<file path="config.mk">
export PLATFORM = sky130hd
export DESIGN_NAME = pcg_top
export DESIGN_NICKNAME = d
export VERILOG_FILES = /design/src/inc/pcg_pkg.sv /design/src/core/pcg_top.sv /design/src/core/pcg_clk_div.sv /design/src/core/pcg_clk_sel.sv
export SDC_FILE = /design/constraint.sdc
export NUM_CORES = 1
export LEC_CHECK = 0
export ABC_CLOCK_PERIOD_IN_PS = 2000
export BUFFER_PORTS_ARGS = -buffer_cell sky130_fd_sc_hd__clkbuf_2
export CORE_MARGIN = 2
export CORE_UTILIZATION = 51
export DETAILED_ROUTE_END_ITERATION = 10
export GPL_ROUTABILITY_DRIVEN = 1
export PLACE_DENSITY = 0.76
export SYNTH_ARGS = -nofsm -noshare
export SYNTH_HDL_FRONTEND = slang
export SYNTH_SLANG_ARGS = --single-unit
</file>
<file path="constraint.sdc">
create_clock -name clk -period 2 [get_ports clk]
set_input_delay 0.2 -clock clk [delete_from_list [all_inputs] [get_ports clk]]
set_output_delay 0.2 -clock clk [all_outputs]
set_load 0.03 [all_outputs]
</file>
<file path="src/inc/pcg_pkg.sv">
// Purpose: shared constants of the pll clock generator
// Assumes: apb data 32 bits, one aligned word per register
// Notes: divider ratio field n means n+1 ticks per half period
package pcg_pkg;

    // register byte offsets
    localparam logic [7:0] OFF_PLL_CSR = 8'h00;
    localparam logic [7:0] OFF_PRESCALER = 8'h04;
    localparam logic [7:0] OFF_CORE_DIV = 8'h08;
    localparam logic [7:0] OFF_PERIPH_DIV = 8'h0C;
    localparam logic [7:0] OFF_MEM_DIV = 8'h10;
    localparam logic [7:0] OFF_OSC_DIV = 8'h14;
    localparam logic [7:0] OFF_DEVICE_CONFIG = 8'h18;
    localparam logic [7:0] OFF_MEM_GLOBAL_CTRL = 8'h1C;

    // field positions
    localparam int BIT_PATH_SELECT = 0;
    localparam int BIT_PLL_RESET = 3;
    localparam int BIT_RESET_TIME_MET = 5;
    localparam int BIT_PLL_LOCKED = 6;
    localparam int BIT_DIV_ENABLE = 15;
    localparam int BIT_MEM_SRC_SEL = 4;
    localparam int BIT_BUS_OUT_EN = 3;
    localparam int BIT_MEM_OUT_EN = 5;
    localparam int RATIO_W = 5;

    // values after reset
    localparam logic RST_PATH_SELECT = 1'b0;
    localparam logic RST_PLL_RESET = 1'b1;
    localparam logic RST_DIV_ENABLE = 1'b1;
    localparam logic RST_MEM_SRC_SEL = 1'b0;
    localparam logic RST_BUS_OUT_EN = 1'b1;
    localparam logic RST_MEM_OUT_EN = 1'b1;
    localparam logic [4:0] RST_PRESCALER_RATIO = 5'h00;
    localparam logic [4:0] RST_CORE_RATIO = 5'h00;
    localparam logic [4:0] RST_PERIPH_RATIO = 5'h01;
    localparam logic [4:0] RST_MEM_RATIO = 5'h01;
    localparam logic [4:0] RST_OSC_RATIO = 5'h07;

    // timing
    localparam int CLK_PERIOD_NS = 25;
    localparam int PLL_RESET_TIME_NS = 125;
    localparam int PLL_LOCK_TIME_NS = 187500;
    localparam int PLL_RESET_CYCLES = (PLL_RESET_TIME_NS + CLK_PERIOD_NS - 1) / CLK_PERIOD_NS;
    localparam int PLL_LOCK_CYCLES = (PLL_LOCK_TIME_NS + CLK_PERIOD_NS - 1) / CLK_PERIOD_NS;
    localparam int CNT_W = 14;

endpackage : pcg_pkg

</file>
<file path="src/core/pcg_top.sv">
// Purpose: pll clock generator with bypass, dividers and pin gating
// Assumes: apb slave on clk; pll_ref_tick comes from pll logic on clk
// Notes: generated clocks are flop waveforms toggling on ref ticks
`timescale 1ns/1ps
module pcg_top #(
    parameter int LOCK_CYCLES = pcg_pkg::PLL_LOCK_CYCLES
) (
    // clock and reset
    input wire logic clk,
    input wire logic sys_rst,
    // apb slave
    input wire logic psel,
    input wire logic penable,
    input wire logic pwrite,
    input wire logic [31:0] paddr,
    input wire logic [31:0] pwdata,
    output logic [31:0] prdata,
    output logic pready,
    output logic pslverr,
    // pll side
    input wire logic pll_ref_tick,
    output logic pll_reset_out,
    output logic pll_ref_clock,
    // generated clocks
    output logic core_clock,
    output logic periph_bus_clock,
    output logic mem_iface_clock,
    // pins
    input wire logic mem_clock_in_pin,
    output logic bus_clock_out_pin,
    output logic bus_clock_out_oe,
    output logic osc_clock_out_pin,
    output logic osc_clock_out_oe,
    output logic mem_clock_out_pin,
    output logic mem_clock_out_oe
);

    // software-visible control
    logic path_select_q;
    logic pll_reset_q;
    logic [4:0] pre_ratio_q;
    logic [4:0] core_ratio_q;
    logic [4:0] periph_ratio_q;
    logic [4:0] mem_ratio_q;
    logic [4:0] osc_ratio_q;
    logic pre_en_q;
    logic core_en_q;
    logic periph_en_q;
    logic mem_en_q;
    logic osc_en_q;
    logic mem_src_sel_q;
    logic bus_out_en_q;
    logic mem_out_en_q;
    // pll sequencing
    logic [pcg_pkg::CNT_W-1:0] rst_cnt_q;
    logic [pcg_pkg::CNT_W-1:0] lock_cnt_q;
    logic reset_time_met_q;
    logic pll_locked_q;
    logic ref_sel_q;
    // internal clocks
    logic ref_tick;
    logic core_clk;
    logic core_tick;
    logic periph_clk;
    logic mem_clk;
    logic osc_clk;
    logic pre_clk;
    logic bus_gate_q;
    logic osc_gate_q;
    // bus decode
    logic access;
    logic wr_commit;
    logic [7:0] offset;
    logic mapped;
    logic [31:0] rd_word;

    // divider register image
    function automatic logic [31:0] div_word(input logic en, input logic [4:0] ratio);
        logic [31:0] w;
        w = 32'h0000_0000;
        w[pcg_pkg::BIT_DIV_ENABLE] = en;
        w[pcg_pkg::RATIO_W-1:0] = ratio;
        return w;
    endfunction : div_word

    ////////////////////////////////////////////////////////////////////////
    // apb decode: one wait state, write lands when pready is seen
    assign access = psel & penable;
    assign wr_commit = access & pready & pwrite;
    assign offset = paddr[7:0];
    assign mapped = (paddr[31:8] == 24'h00_0000) && (offset[1:0] == 2'b00) && (offset <= pcg_pkg::OFF_MEM_GLOBAL_CTRL);

    // read mux
    always_comb begin
        rd_word = 32'h0000_0000;
        unique case (offset)
            pcg_pkg::OFF_PLL_CSR: begin
                rd_word[pcg_pkg::BIT_PATH_SELECT] = path_select_q;
                rd_word[pcg_pkg::BIT_PLL_RESET] = pll_reset_q;
                rd_word[pcg_pkg::BIT_RESET_TIME_MET] = reset_time_met_q;
                rd_word[pcg_pkg::BIT_PLL_LOCKED] = pll_locked_q;
            end
            pcg_pkg::OFF_PRESCALER: rd_word = div_word(pre_en_q, pre_ratio_q);
            pcg_pkg::OFF_CORE_DIV: rd_word = div_word(core_en_q, core_ratio_q);
            pcg_pkg::OFF_PERIPH_DIV: rd_word = div_word(periph_en_q, periph_ratio_q);
            pcg_pkg::OFF_MEM_DIV: rd_word = div_word(mem_en_q, mem_ratio_q);
            pcg_pkg::OFF_OSC_DIV: rd_word = div_word(osc_en_q, osc_ratio_q);
            pcg_pkg::OFF_DEVICE_CONFIG: rd_word[pcg_pkg::BIT_MEM_SRC_SEL] = mem_src_sel_q;
            pcg_pkg::OFF_MEM_GLOBAL_CTRL: begin
                rd_word[pcg_pkg::BIT_BUS_OUT_EN] = bus_out_en_q;
                rd_word[pcg_pkg::BIT_MEM_OUT_EN] = mem_out_en_q;
            end
            default: rd_word = 32'h0000_0000;
        endcase
    end

    // answer registers
    always_ff @(posedge clk) begin
        if (sys_rst) begin
            pready <= 1'b0;
            prdata <= 32'h0000_0000;
            pslverr <= 1'b0;
        end else begin
            pready <= access & ~pready;
            pslverr <= access & ~pready & ~mapped;
            if (access && !pready) begin
                prdata <= mapped ? rd_word : 32'h0000_0000;
            end
        end
    end

    ////////////////////////////////////////////////////////////////////////
    // control register writes
    always_ff @(posedge clk) begin
        if (sys_rst) begin
            path_select_q <= pcg_pkg::RST_PATH_SELECT;
            pll_reset_q <= pcg_pkg::RST_PLL_RESET;
            mem_src_sel_q <= pcg_pkg::RST_MEM_SRC_SEL;
            bus_out_en_q <= pcg_pkg::RST_BUS_OUT_EN;
            mem_out_en_q <= pcg_pkg::RST_MEM_OUT_EN;
        end else if (wr_commit && mapped) begin
            if (offset == pcg_pkg::OFF_PLL_CSR) begin
                path_select_q <= pwdata[pcg_pkg::BIT_PATH_SELECT];
                pll_reset_q <= pwdata[pcg_pkg::BIT_PLL_RESET];
            end
            if (offset == pcg_pkg::OFF_DEVICE_CONFIG) begin
                mem_src_sel_q <= pwdata[pcg_pkg::BIT_MEM_SRC_SEL];
            end
            if (offset == pcg_pkg::OFF_MEM_GLOBAL_CTRL) begin
                bus_out_en_q <= pwdata[pcg_pkg::BIT_BUS_OUT_EN];
                mem_out_en_q <= pwdata[pcg_pkg::BIT_MEM_OUT_EN];
            end
        end
    end

    // divider register writes; software must keep core and bus enabled
    always_ff @(posedge clk) begin
        if (sys_rst) begin
            pre_ratio_q <= pcg_pkg::RST_PRESCALER_RATIO;
            core_ratio_q <= pcg_pkg::RST_CORE_RATIO;
            periph_ratio_q <= pcg_pkg::RST_PERIPH_RATIO;
            mem_ratio_q <= pcg_pkg::RST_MEM_RATIO;
            osc_ratio_q <= pcg_pkg::RST_OSC_RATIO;
            pre_en_q <= pcg_pkg::RST_DIV_ENABLE;
            core_en_q <= pcg_pkg::RST_DIV_ENABLE;
            periph_en_q <= pcg_pkg::RST_DIV_ENABLE;
            mem_en_q <= pcg_pkg::RST_DIV_ENABLE;
            osc_en_q <= pcg_pkg::RST_DIV_ENABLE;
        end else if (wr_commit && mapped) begin
            unique case (offset)
                pcg_pkg::OFF_PRESCALER: begin
                    pre_ratio_q <= pwdata[pcg_pkg::RATIO_W-1:0];
                    pre_en_q <= pwdata[pcg_pkg::BIT_DIV_ENABLE];
                end
                pcg_pkg::OFF_CORE_DIV: begin
                    core_ratio_q <= pwdata[pcg_pkg::RATIO_W-1:0];
                    core_en_q <= pwdata[pcg_pkg::BIT_DIV_ENABLE];
                end
                pcg_pkg::OFF_PERIPH_DIV: begin
                    periph_ratio_q <= pwdata[pcg_pkg::RATIO_W-1:0];
                    periph_en_q <= pwdata[pcg_pkg::BIT_DIV_ENABLE];
                end
                pcg_pkg::OFF_MEM_DIV: begin
                    mem_ratio_q <= pwdata[pcg_pkg::RATIO_W-1:0];
                    mem_en_q <= pwdata[pcg_pkg::BIT_DIV_ENABLE];
                end
                pcg_pkg::OFF_OSC_DIV: begin
                    osc_ratio_q <= pwdata[pcg_pkg::RATIO_W-1:0];
                    osc_en_q <= pwdata[pcg_pkg::BIT_DIV_ENABLE];
                end
                default: begin
                end
            endcase
        end
    end

    ////////////////////////////////////////////////////////////////////////
    // pll reset hold time: status only, the wait is software's job
    always_ff @(posedge clk) begin
        if (sys_rst) begin
            rst_cnt_q <= '0;
            reset_time_met_q <= 1'b0;
        end else if (!pll_reset_q) begin
            rst_cnt_q <= '0;
        end else if (rst_cnt_q < pcg_pkg::CNT_W'(pcg_pkg::PLL_RESET_CYCLES)) begin
            rst_cnt_q <= rst_cnt_q + 1'b1;
        end else begin
            reset_time_met_q <= 1'b1;
        end
    end

    // lock timer from reset release, max lock time budgeted
    always_ff @(posedge clk) begin
        if (sys_rst || pll_reset_q) begin
            lock_cnt_q <= '0;
            pll_locked_q <= 1'b0;
        end else if (lock_cnt_q < pcg_pkg::CNT_W'(LOCK_CYCLES)) begin
            lock_cnt_q <= lock_cnt_q + 1'b1;
        end else begin
            pll_locked_q <= 1'b1;
        end
    end

    // reference source follows path select at a core clock edge
    always_ff @(posedge clk) begin
        if (sys_rst) begin
            ref_sel_q <= pcg_pkg::RST_PATH_SELECT;
        end else if (core_tick) begin
            ref_sel_q <= path_select_q;
        end
    end

    // bypass ticks every cycle, pll path ticks from pll output
    assign ref_tick = ref_sel_q ? pll_ref_tick : 1'b1;

    ////////////////////////////////////////////////////////////////////////
    // prescaler ahead of the pll, fed straight from the input clock
    pcg_clk_div u_pre_div (
        .clk(clk), .sys_rst(sys_rst), .tick(1'b1), .ratio(pre_ratio_q), .enable(pre_en_q),
        .rst_ratio(pcg_pkg::RST_PRESCALER_RATIO), .div_clk_q(pre_clk), .div_tick_q()
    );

    // system dividers on the selected reference
    pcg_clk_div u_core_div (
        .clk(clk), .sys_rst(sys_rst), .tick(ref_tick), .ratio(core_ratio_q), .enable(core_en_q),
        .rst_ratio(pcg_pkg::RST_CORE_RATIO), .div_clk_q(core_clk), .div_tick_q(core_tick)
    );
    pcg_clk_div u_periph_div (
        .clk(clk), .sys_rst(sys_rst), .tick(ref_tick), .ratio(periph_ratio_q), .enable(periph_en_q),
        .rst_ratio(pcg_pkg::RST_PERIPH_RATIO), .div_clk_q(periph_clk), .div_tick_q()
    );
    pcg_clk_div u_mem_div (
        .clk(clk), .sys_rst(sys_rst), .tick(ref_tick), .ratio(mem_ratio_q), .enable(mem_en_q),
        .rst_ratio(pcg_pkg::RST_MEM_RATIO), .div_clk_q(mem_clk), .div_tick_q()
    );

    // oscillator output divider on the raw input clock
    pcg_clk_div u_osc_div (
        .clk(clk), .sys_rst(sys_rst), .tick(1'b1), .ratio(osc_ratio_q), .enable(osc_en_q),
        .rst_ratio(pcg_pkg::RST_OSC_RATIO), .div_clk_q(osc_clk), .div_tick_q()
    );

    ////////////////////////////////////////////////////////////////////////
    // pin gates move only while their clock is low
    always_ff @(posedge clk) begin
        if (sys_rst) begin
            bus_gate_q <= 1'b1;
            osc_gate_q <= 1'b1;
        end else begin
            if (!periph_clk) begin
                bus_gate_q <= periph_en_q & bus_out_en_q;
            end
            if (!osc_clk) begin
                osc_gate_q <= osc_en_q;
            end
        end
    end

    // registered clock and pin outputs
    always_ff @(posedge clk) begin
        if (sys_rst) begin
            pll_reset_out <= pcg_pkg::RST_PLL_RESET;
            pll_ref_clock <= 1'b0;
            core_clock <= 1'b0;
            periph_bus_clock <= 1'b0;
            mem_iface_clock <= 1'b0;
            bus_clock_out_pin <= 1'b0;
            bus_clock_out_oe <= 1'b0;
            osc_clock_out_pin <= 1'b0;
            osc_clock_out_oe <= 1'b0;
        end else begin
            pll_reset_out <= pll_reset_q;
            pll_ref_clock <= pre_clk;
            core_clock <= core_clk;
            periph_bus_clock <= periph_clk;
            mem_iface_clock <= mem_clk;
            bus_clock_out_pin <= periph_clk & bus_gate_q;
            bus_clock_out_oe <= bus_gate_q;
            osc_clock_out_pin <= osc_clk & osc_gate_q;
            osc_clock_out_oe <= osc_gate_q;
        end
    end

    // memory pin: internal or external source, gated
    pcg_clk_sel u_mem_sel (
        .clk(clk), .sys_rst(sys_rst), .int_clk(mem_clk), .ext_pin(mem_clock_in_pin),
        .sel(mem_src_sel_q), .out_en(mem_out_en_q), .out_q(mem_clock_out_pin), .oe_q(mem_clock_out_oe)
    );

endmodule : pcg_top

</file>
<file path="src/core/pcg_clk_div.sv">
// Purpose: 50 percent duty divider on reference half-period ticks
// Assumes: tick is a one-cycle pulse on clk
// Notes: new ratio taken only at a toggle, stops only when low
`timescale 1ns/1ps
module pcg_clk_div (
    // clock and reset
    input wire logic clk,
    input wire logic sys_rst,
    // control
    input wire logic tick,
    input wire logic [4:0] ratio,
    input wire logic enable,
    input wire logic [4:0] rst_ratio,
    // divided clock
    output logic div_clk_q,
    output logic div_tick_q
);

    logic [4:0] count_q;
    logic [4:0] ratio_q;

    ////////////////////////////////////////////////////////////////////////
    // count ticks, toggle at end of half period
    always_ff @(posedge clk) begin
        if (sys_rst) begin
            count_q <= 5'h00;
            ratio_q <= rst_ratio;
            div_clk_q <= 1'b0;
            div_tick_q <= 1'b0;
        end else begin
            div_tick_q <= 1'b0;
            // running low and disabled: park, so no runt high phase
            if (tick && (enable || div_clk_q)) begin
                if (count_q >= ratio_q) begin
                    count_q <= 5'h00;
                    ratio_q <= ratio;
                    div_clk_q <= ~div_clk_q;
                    div_tick_q <= 1'b1;
                end else begin
                    count_q <= count_q + 5'h01;
                end
            end
        end
    end

endmodule : pcg_clk_div

</file>
<file path="src/core/pcg_clk_sel.sv">
// Purpose: glitch-free two-source clock select with output gate
// Assumes: ext_pin is asynchronous, int_clk is a flop on clk
// Notes: select and enable change only while the clocks are low
`timescale 1ns/1ps
module pcg_clk_sel (
    // clock and reset
    input wire logic clk,
    input wire logic sys_rst,
    // sources
    input wire logic int_clk,
    input wire logic ext_pin,
    // control
    input wire logic sel,
    input wire logic out_en,
    // pin
    output logic out_q,
    output logic oe_q
);

    logic ext_meta_q;
    logic ext_sync_q;
    logic sel_q;
    logic en_q;
    logic src;

    ////////////////////////////////////////////////////////////////////////
    // two-flop synchroniser for the external memory clock
    always_ff @(posedge clk) begin
        if (sys_rst) begin
            ext_meta_q <= 1'b0;
            ext_sync_q <= 1'b0;
        end else begin
            ext_meta_q <= ext_pin;
            ext_sync_q <= ext_meta_q;
        end
    end

    // switch only with both sources low, so no short pulse
    always_ff @(posedge clk) begin
        if (sys_rst) begin
            sel_q <= pcg_pkg::RST_MEM_SRC_SEL;
        end else if (!int_clk && !ext_sync_q) begin
            sel_q <= sel;
        end
    end

    assign src = sel_q ? ext_sync_q : int_clk;

    // gate the pin while the selected source is low
    always_ff @(posedge clk) begin
        if (sys_rst) begin
            en_q <= pcg_pkg::RST_MEM_OUT_EN;
        end else if (!src) begin
            en_q <= out_en;
        end
    end

    // registered pin and drive enable
    always_ff @(posedge clk) begin
        if (sys_rst) begin
            out_q <= 1'b0;
            oe_q <= 1'b0;
        end else begin
            out_q <= src & en_q;
            oe_q <= en_q;
        end
    end

endmodule : pcg_clk_sel

</file>
==> results of run 1 <==
-- cell type report --
cell class,count,share of cell area [%]
clock buffers,25,6.166
clock inverters,5,0.3114
inverters,37,1.728
multi-input cells,537,43.99
flip-flops and latches,149,37.12
well taps,176,2.741
repair buffers,103,7.941
-- layer usage --
layer	wire length (µm)	track usage (%)	share of wire, %
met1	6964	27.13	50
met2	5981	29.64	43
met3	611	4.278	4.4
met4	297	10.07	2.1
met5	0	0	0
-- report_power, final --
group / switching [mW] / internal [mW] / total (mW)
Combinational: 0.573 / 0.430 / 1.00
Clock: 1.14 / 1.69 / 2.83
Sequential: 0.0955 / 3.09 / 3.19
-- synth_stat cells, types with 3 or more instances --
| cell | instances |
|---|---|
| o211ai_1 | 3 |
| nand3_1 | 19 |
| ha_1 | 33 |
| o31ai_1 | 6 |
| xor2_1 | 21 |
| a21oi_1 | 30 |
| clkbuf_1 | 22 |
| nand2b_1 | 29 |
| buf_4 | 24 |
| a31oi_2 | 3 |
| mux2_2 | 3 |
| nor2_1 | 99 |
| a211oi_1 | 4 |
| o21ai_0 | 27 |
| mux2i_1 | 57 |
| nor4_1 | 10 |
| dfxtp_1 | 149 |
| nor2b_1 | 22 |
| or2_2 | 4 |
| nand4_1 | 17 |
| inv_1 | 37 |
| nor3_1 | 5 |
| o2111ai_1 | 3 |
| nand2_1 | 41 |
| xnor2_1 | 6 |
| a221oi_1 | 3 |
| and3_1 | 4 |
| or3_1 | 10 |
| a31oi_1 | 4 |
| and2_1 | 17 |
| a211o_1 | 7 |
-- critical path, cell delays in order, from the launching register on --
cell and delay, ps:
dfxtp_1 360, ha_1 310, nand2_1 50, o21ai_0 170
a31oi_1 150, buf_4 180, or3b_2 430, a21oi_1 120
-- worst min-delay path by stage --
stage,from,to,slack [ps],cells past startpoint
6_report,pwdata[15],mem_en_q,30,2
4_1_cts,pwdata[15],mem_en_q,20,2
3_3_place_gp,mem_clock_in_pin,u_mem_sel.ext_meta_q,410,2
2_1_floorplan,pwdata[0],mem_ratio_q[0],320,1
5_1_grt,pwdata[15],mem_en_q,40,2
3_5_place_dp,mem_clock_in_pin,u_mem_sel.ext_meta_q,410,2
-- kinds of logic after synthesis --
group | count (synthesis) | synth area share (%)
mux | 61 | 9.171
fa+ha+maj | 33 | 6.041
xor+xnor | 27 | 3.460
flops | 149 | 43.64
simple gates | 289 | 21.44
other cells | 1 | 0.05486
compound gates | 103 | 10.20
buf+inv | 85 | 6.004
-- stage by stage --
| stage | cell area [µm²] | hold slack [ps] |
|---|---|---|
| finish | 8035 | 32.88 |
| detailed placement | 7497 | 413.4 |
| global route | 8035 | 39.91 |
| CTS | 8028 | 24.27 |
| floorplan | 6922 | 317.8 |
| global placement | 7497 | 412.4 |
-- repair_timing --
action                                 4_1_cts  5_1_grt
buffers inserted                             0        1
setup endpoints to repair                    0        3
endpoints found under the hold margin        1        0
hold buffers                                 1        0
==> flow_summary.json, run 1 <==
{
  "place_congestion": 0.9286,
  "initial_utilization_pct": 51.82,
  "detailed_place_hpwl_um": 10030,
  "die_h_um": 119.8,
  "worstSetupPathType": "register to register",
  "routed_wl_um": 13850,
  "grt_pass1_wl_um": 22660,
  "die_area_um2": 14340,
  "critPathRequiredTime_ps": 2350,
  "outcome": "finished clean",
  "crit_path_max_fanout": 6,
  "cts_tree": "done",
  "tightest_slew_ps": 512.5,
  "period_share_pct": 91.93,
  "syn_inst": 748,
  "power_mw": 7.018,
  "fp.dieW_um": 119.8,
  "antenna_cells": 0,
  "vias_per_cell": 5.158,
  "final_common_cell": "dfxtp_1",
  "synth_top_area_share_pct": 43.64,
  "io_buffer_count": 66,
  "cts_resized": 0,
  "yosys_most_used_dff": "dfxtp_1",
  "yosys-top-cells-area": "dfxtp_1 44%, mux2i_1 8.3%, ha_1 6.0%, nor2_1 5.4%, xor2_1 2.7%",
  "setup.worst_path.start_class": "register",
  "rr_worst_depth": 7,
  "clock_skew_ps": 9.121,
  "vdd_drop_max_mv": 0.5806,
  "syn-cell-area_um2": 6835,
  "reg2reg_slack_ps": 160,
  "hp-class": "primary input to register",
  "syn_area_per_cell_um2": 9.138,
  "post-route-util_pct": 60.92,
  "power_leakage_nw": 3.406,
  "drt_first_iter_violations": 281,
  "crit_path_end": "u_pre_div.div_clk_q",
  "end_kind": "register",
  "ys_ff_latch": 149,
  "grt_pass1_vias": 4860,
  "p_per_area_nw_per_um2": 873.4,
  "rsz0062_at_grt": "no",
  "drt_pre_antenna_iters": 4,
  "drc": 0,
  "reg.largest.list": "lock_cnt_q (14), rst_cnt_q (14), prdata (8)",
  "gr-total-overflow": 0,
  "layout-drive-gt1-share_pct": 17.17,
  "yosysTopAreaCell": "dfxtp_1",
  "placedCellCount": 1000,
  "layoutNonFillerInstCount": 1032,
  "finalSetupTns_ps": 0,
  "synth_seq_area_share_pct": 43.64,
  "slew-limit-headroom_pct": 65.80,
  "arrival_ps": 2190,
  "fillers": 1132,
  "multi_input_area_um2": 3535,
  "crit-reg2reg-launch": "u_pre_div.count_q[2]",
  "antenna_violating_nets_post_route": 0,
  "regArea_um2": 2983,
  "setup_ws_ps": 161.4,
  "finalNetCount": 949,
  "grt_max_degree": 47,
  "cts_buffers": 17,
  "hold_violations": 0,
  "clkSlewWorstSetupHoldPaths_ps": 60,
  "fp-row-count": 42,
  "routedWlPerCell_um": 13.42,
  "clock.fmax_ghz": 0.5439,
  "cts_root_buf": "clkbuf_16",
  "most-common-layout-cells": "149 x dfxtp_1, 99 x nor2_1, 65 x clkbuf_2",
  "yosysUniqueCellTypes": 58,
  "vias": 5323,
  "synthArstFlopShare_pct": 0,
  "maxSlewViolCount": 0,
  "post-route-min-period_ps": 1839,
  "area_growth_pct": 17.55,
  "place_ws_ps": 94.41,
  "coreArea_um2": 13190,
  "clk_latency_ps": 420,
  "setup_viol": 0,
  "ioPinCount": 116,
  "crit_start": "u_pre_div.count_q[2]",
  "track_usage_pct": 19.87,
  "worstReg2RegEnd": "u_pre_div.div_clk_q",
  "cts_buffer_depth": 2,
  "max-cap-violations": 0,
  "antenna_found_initial": 0,
  "yosysWarningCount": 0,
  "synth-edff-count": 0,
  "h-tree-depth": 4,
  "cts_sinks": 149
}
Note: power is estimated with default switching activity, not from simulation.
==> run 2: changes to the inputs <==
--- a/config.mk
+++ b/config.mk
@@ -6,7 +6,7 @@
 export NUM_CORES = 1
 export LEC_CHECK = 0
 export ABC_CLOCK_PERIOD_IN_PS = 2000
-export BUFFER_PORTS_ARGS = -buffer_cell sky130_fd_sc_hd__clkbuf_2
+export BUFFER_PORTS_ARGS = -buffer_cell sky130_fd_sc_hd__buf_2
 export CORE_MARGIN = 2
 export CORE_UTILIZATION = 51
 export DETAILED_ROUTE_END_ITERATION = 10
==> flow_summary.json, run 2 (synthesized netlist as in run 1, its figures left out) <==
{
  "crit_path_max_fanout": 7,
  "setup_viol": 0,
  "arrival_ps": 2230,
  "hold_violations": 0,
  "cts_buffer_depth": 2,
  "slew-limit-headroom_pct": 64.93,
  "clkSlewWorstSetupHoldPaths_ps": 60,
  "antenna_violating_nets_post_route": 0,
  "most-common-layout-cells": "149 x dfxtp_1, 99 x nor2_1, 65 x buf_2",
  "grt_max_degree": 42,
  "grt_pass1_wl_um": 24080,
  "area_growth_pct": 19.28,
  "wl_met2_um": 6281,
  "finalSetupTns_ps": 0,
  "dr.max_layer_used": "met4",
  "placedCellCount": 1004,
  "gr-total-overflow": 0,
  "die_h_um": 119.8,
  "combPwrFrac_pct": 14.1,
  "h-tree-depth": 4,
  "drc": 0,
  "vdd_drop_max_mv": 0.5387,
  "netSwitchingFraction_pct": 24.97,
  "power_leakage_nw": 3.466,
  "slowest_delay_ps": 480,
  "grt_pass1_vias": 5101,
  "fp-row-count": 42,
  "end_kind": "register",
  "die_area_um2": 14340,
  "wl_met1_um": 6729,
  "detailed_place_hpwl_um": 10190,
  "period_share_pct": 93.45,
  "layoutNonFillerInstCount": 1039,
  "ioPinCount": 116,
  "io_buffer_count": 66,
  "vias_per_cell": 5.187,
  "outcome": "finished clean",
  "routed_wl_um": 14150,
  "cts_sinks": 149,
  "cts_tree": "done",
  "finalNetCount": 954,
  "reg.largest.list": "lock_cnt_q (14), rst_cnt_q (14), prdata (8)",
  "wl_met3_um": 864,
  "cts_buffers": 17,
  "hold_path_startpoint": "pwdata[15]",
  "antenna_found_initial": 1,
  "drt_pre_antenna_iters": 5,
  "clock.fmax_ghz": 0.5351,
  "track_usage_pct": 21.06,
  "seqPwrFrac_pct": 42.2,
  "layout-drive-gt1-share_pct": 18.10,
  "fp.dieW_um": 119.8,
  "hp-class": "primary input to register",
  "path_cells": "a211o_1 > a2111oi_4 > o21ai_2 > or3_1 > a21oi_1",
  "place_congestion": 0.9204,
  "final_common_cell": "dfxtp_1",
  "clock_skew_ps": 6.335,
  "crit-reg2reg-launch": "lock_cnt_q[3]",
  "intPower_mw": 5.652,
  "tightest_slew_ps": 511.4,
  "critPathRequiredTime_ps": 2360,
  "setup.worst_path.start_class": "register",
  "crit_slowest_cell": "a2111oi_4",
  "cts_root_buf": "clkbuf_16",
  "worstSetupPathType": "register to register",
  "clkPwrFrac_pct": 43.7,
  "crit_start": "lock_cnt_q[3]",
  "post-route-min-period_ps": 1869,
  "routedWlPerCell_um": 13.62,
  "cp_num_buf_inv": 0,
  "netSwitchingPower_mw": 1.881,
  "max-cap-violations": 0,
  "p_per_area_nw_per_um2": 924.0,
  "maxSlewViolCount": 0,
  "vias": 5389,
  "crit_family": "compound AO/OA/AOI/OAI gates",
  "coreArea_um2": 13190,
  "drt_first_iter_violations": 312,
  "initial_utilization_pct": 51.82,
  "clk_latency_ps": 430
}
run 2: changes by cell type in the layout (fill, tap and decap cells not counted), sizes merged:
cell,delta
buf,+70
diode,+1
bufinv,+4
clkbuf,-70
clkinv,+1
clkinvlp,+1
run 2: metrics by stage:
stage	cell area [µm²]	power [mW]	util (%)	hold slack, ps	worst slack, ps
2_1_floorplan	6922	3.997	-	317.8	106.2
3_3_place_gp	7515	4.237	56.97	410.1	109.1
3_5_place_dp	7515	4.271	56.97	416.5	75.72
4_1_cts	8129	7.569	61.63	2.672	16.42
5_1_grt	8153	7.884	61.81	15.61	-1.493
6_report	8153	7.534	61.81	21.97	131.1
run 2: worst paths after layout:
path	end	slack [ps]	cells after the start
setup / recovery	lock_cnt_q[9]	130	5
hold / removal	mem_en_q	20	2
setup reg to reg	lock_cnt_q[9]	130	5
hold reg to reg	u_mem_sel.ext_sync_q	440	1
run 2: routing by layer:
layer	track usage, %	vias up
met1	27.97	2478
met2	32.32	151
met5	0	-
li1	-	2741
met3	5.228	19
met4	9.706	0
run 2: cell type report:
class / count / area, µm²
fill: 1096 / 5037
clock buffer: 20 / 446.7
multi-input combinational: 537 / 3541
inverter: 37 / 138.9
antenna: 1 / 2.502
clock inverter: 11 / 157.7
sequential: 149 / 2983
timing repair buffer: 108 / 663.1
tap: 176 / 220.2
run 2: what timing repair did:
item / CTS / global route
endpoints found under the hold margin: 1 / 0
resized for setup: 0 / 2
setup endpoints to repair: 0 / 15
hold buffers: 1 / 0
setup buffers: 0 / 2
run 2: power by group through the flow:
stage	clock (mW)	sequential (mW)	combinational [mW]
after floorplan	0	3.29	0.710
after detailed placement	0	3.25	1.02
after global placement	0	3.24	0.999
after global routing	3.49	3.20	1.19
final	3.29	3.18	1.06
after CTS	3.35	3.18	1.04
==> run 3: changes to the inputs <==
--- a/config.mk
+++ b/config.mk
@@ -5,13 +5,14 @@
 export SDC_FILE = /design/constraint.sdc
 export NUM_CORES = 1
 export LEC_CHECK = 0
+export ABC_AREA = 1
 export ABC_CLOCK_PERIOD_IN_PS = 2000
 export BUFFER_PORTS_ARGS = -buffer_cell sky130_fd_sc_hd__buf_2
 export CORE_MARGIN = 2
-export CORE_UTILIZATION = 51
+export CORE_UTILIZATION = 52
 export DETAILED_ROUTE_END_ITERATION = 10
 export GPL_ROUTABILITY_DRIVEN = 1
-export PLACE_DENSITY = 0.76
+export PLACE_DENSITY = 0.77
 export SYNTH_ARGS = -nofsm -noshare
 export SYNTH_HDL_FRONTEND = slang
 export SYNTH_SLANG_ARGS = --single-unit
==> flow_summary.json, run 3 <==
{
  "cts_tree": "done",
  "arrival_ps": 2080,
  "synth_top_family_by_area": "simple AND/OR/NAND/NOR gates",
  "syn-cell-area_um2": 7386,
  "cts_buffer_depth": 2,
  "yosysWarningCount": 0,
  "cts_sinks": 149,
  "routedWlPerCell_um": 12.69,
  "drt_pre_antenna_iters": 5,
  "antenna_found_initial": 0,
  "synthAdderAreaFrac_pct": 5.590,
  "track_usage_pct": 23.04,
  "crit_path_max_fanout": 8,
  "hp-class": "primary input to register",
  "synth_most_common_cell": "nand2_1",
  "outcome": "finished clean",
  "ioPinCount": 116,
  "yosys-top-cells-area": "dfxtp_1 40%, nand2_1 11%, nor2_1 8.0%, inv_1 7.1%, nand3_1 5.7%",
  "initial_utilization_pct": 53.21,
  "finalSetupTns_ps": 0,
  "grt_max_degree": 69,
  "critPathRequiredTime_ps": 2340,
  "synth_compound_area_share_pct": 6.573,
  "final_common_cell": "nand2_1",
  "ys_top_cells_by_count": "221 x nand2_1, 157 x nor2_1, 149 x dfxtp_1",
  "finalNetCount": 1220,
  "synth_top_area_share_pct": 40.39,
  "detailed_place_hpwl_um": 11830,
  "setup_viol": 0,
  "post-route-min-period_ps": 1738,
  "clock_skew_ps": 10.83,
  "vias": 6607,
  "ys_ff_latch": 149,
  "cts_resized": 0,
  "synth-xor-area-share_pct": 2.609,
  "yosysTopAreaCell": "dfxtp_1",
  "synth_seq_area_share_pct": 40.39,
  "place_ws_ps": 223.6,
  "clkSlewWorstSetupHoldPaths_ps": 60,
  "antenna_cells": 0,
  "worstSetupPathType": "register to register",
  "place_congestion": 0.9401,
  "gr-total-overflow": 0,
  "cts_root_buf": "clkbuf_16",
  "synth-edff-count": 0,
  "drc": 0,
  "routed_wl_um": 16610,
  "power_mw": 7.950,
  "yosysUniqueCellTypes": 40,
  "grt_pass1_wl_um": 27540,
  "reg.largest.list": "lock_cnt_q (14), rst_cnt_q (14), prdata (8)",
  "maxSlewViolCount": 0,
  "setup_ws_ps": 262.2,
  "holdBufCountCts": 0,
  "post-route-util_pct": 61.57,
  "antenna_violating_nets_post_route": 0,
  "synth_mux_area_share_pct": 0.1355,
  "max-cap-violations": 0,
  "drt_first_iter_violations": 457,
  "syn_inst": 1036,
  "syn_area_per_cell_um2": 7.129,
  "post_cts_buffers": 0,
  "power_leakage_nw": 4.011,
  "vdd_drop_max_mv": 0.6488,
  "clock.fmax_ghz": 0.5754,
  "yosys_most_used_dff": "dfxtp_1",
  "clk_latency_ps": 430,
  "fp-row-count": 43,
  "coreArea_um2": 13880,
  "synthSimpleGateAreaFrac_pct": 32.86,
  "rsz0062_at_grt": "no",
  "area_growth_pct": 15.72,
  "end_kind": "register",
  "fp.dieW_um": 123.2,
  "io_buffer_count": 66,
  "synthArstFlopShare_pct": 0,
  "most-common-layout-cells": "221 x nand2_1, 157 x nor2_1, 149 x dfxtp_1",
  "grt_pass1_vias": 6060,
  "period_share_pct": 86.89,
  "p_per_area_nw_per_um2": 930.2,
  "setup.worst_path.start_class": "register",
  "vias_per_cell": 5.047,
  "die_area_um2": 15170,
  "die_h_um": 123.2,
  "hold_violations": 0,
  "cts_buffers": 17,
  "h-tree-depth": 4,
  "layout-drive-gt1-share_pct": 12.93
}
run 3: cell count changes after synthesis, moves of 17 or more:
cell,before,now
nand2_1,41,221
inv_1,37,139
nand3_1,19,84
nor2_1,99,157
mux2i_1,57,1
a21oi_1,30,60
nand2b_1,29,0
nand4_1,17,43
nor2b_1,22,0
and2_1,17,0
run 3: cell type report:
| class | count | area (µm²) |
|---|---|---|
| well taps | 180 | 225.2 |
| repair buffers | 85 | 510.5 |
| fillers | 1265 | 5334 |
| inverters | 148 | 555.5 |
| flip-flops and latches | 149 | 2983 |
| clock buffers | 24 | 511.7 |
| multi-input cells | 715 | 3618 |
| clock inverters | 8 | 142.6 |
run 3: cell families (layout without fill, tap and decap cells):
family,Yosys count,in the layout
buf+inv,195,265
other cells,1,24
mux,1,1
xor+xnor,22,22
simple gates,546,546
fa+ha+maj,33,33
flops,149,149
compound gates,89,89
run 3: worst paths after layout:
path	start	end	slack [ps]	depth (start not counted)
max	u_mem_div.ratio_q[2]	u_mem_div.count_q[1]	260	9
min	mem_clock_in_pin	u_mem_sel.ext_meta_q	20	3
max reg2reg	u_mem_div.ratio_q[2]	u_mem_div.count_q[1]	260	9
min reg2reg	u_mem_sel.ext_meta_q	u_mem_sel.ext_sync_q	410	2
run 3: worst max-delay path, stage by stage (launching register included):
cell and delay [ps]:
dfxtp_1 330, inv_1 50, ha_1 310, a21oi_1 140, o21ai_0 90, nor2_1 90
nand2_1 80, nand2_1 210, nand2_1 190, nor3_1 160
run 3: routing by layer:
layer	GRT usage, %	share of wire (%)
met3	5.397	5.3
met1	30.03	46
met2	36.81	47
met4	9.233	2.4
met5	0	0
run 3: where the power goes:
part	internal, mW	switching, mW
Combinational	0.412	0.818
Clock	2.28	1.20
Sequential	3.13	0.107
Total	5.83	2.12
run 3: per-stage QoR:
step           instance area [µm²]  hold WS [ps]  std cells
2_1_floorplan                 7472         307.0       1059
3_3_place_gp                  7893         397.0       1277
3_5_place_dp                  7893         403.2       1277
4_1_cts                       8547         8.337       1309
5_1_grt                       8547         13.24       1309
6_report                      8547         18.61       1309
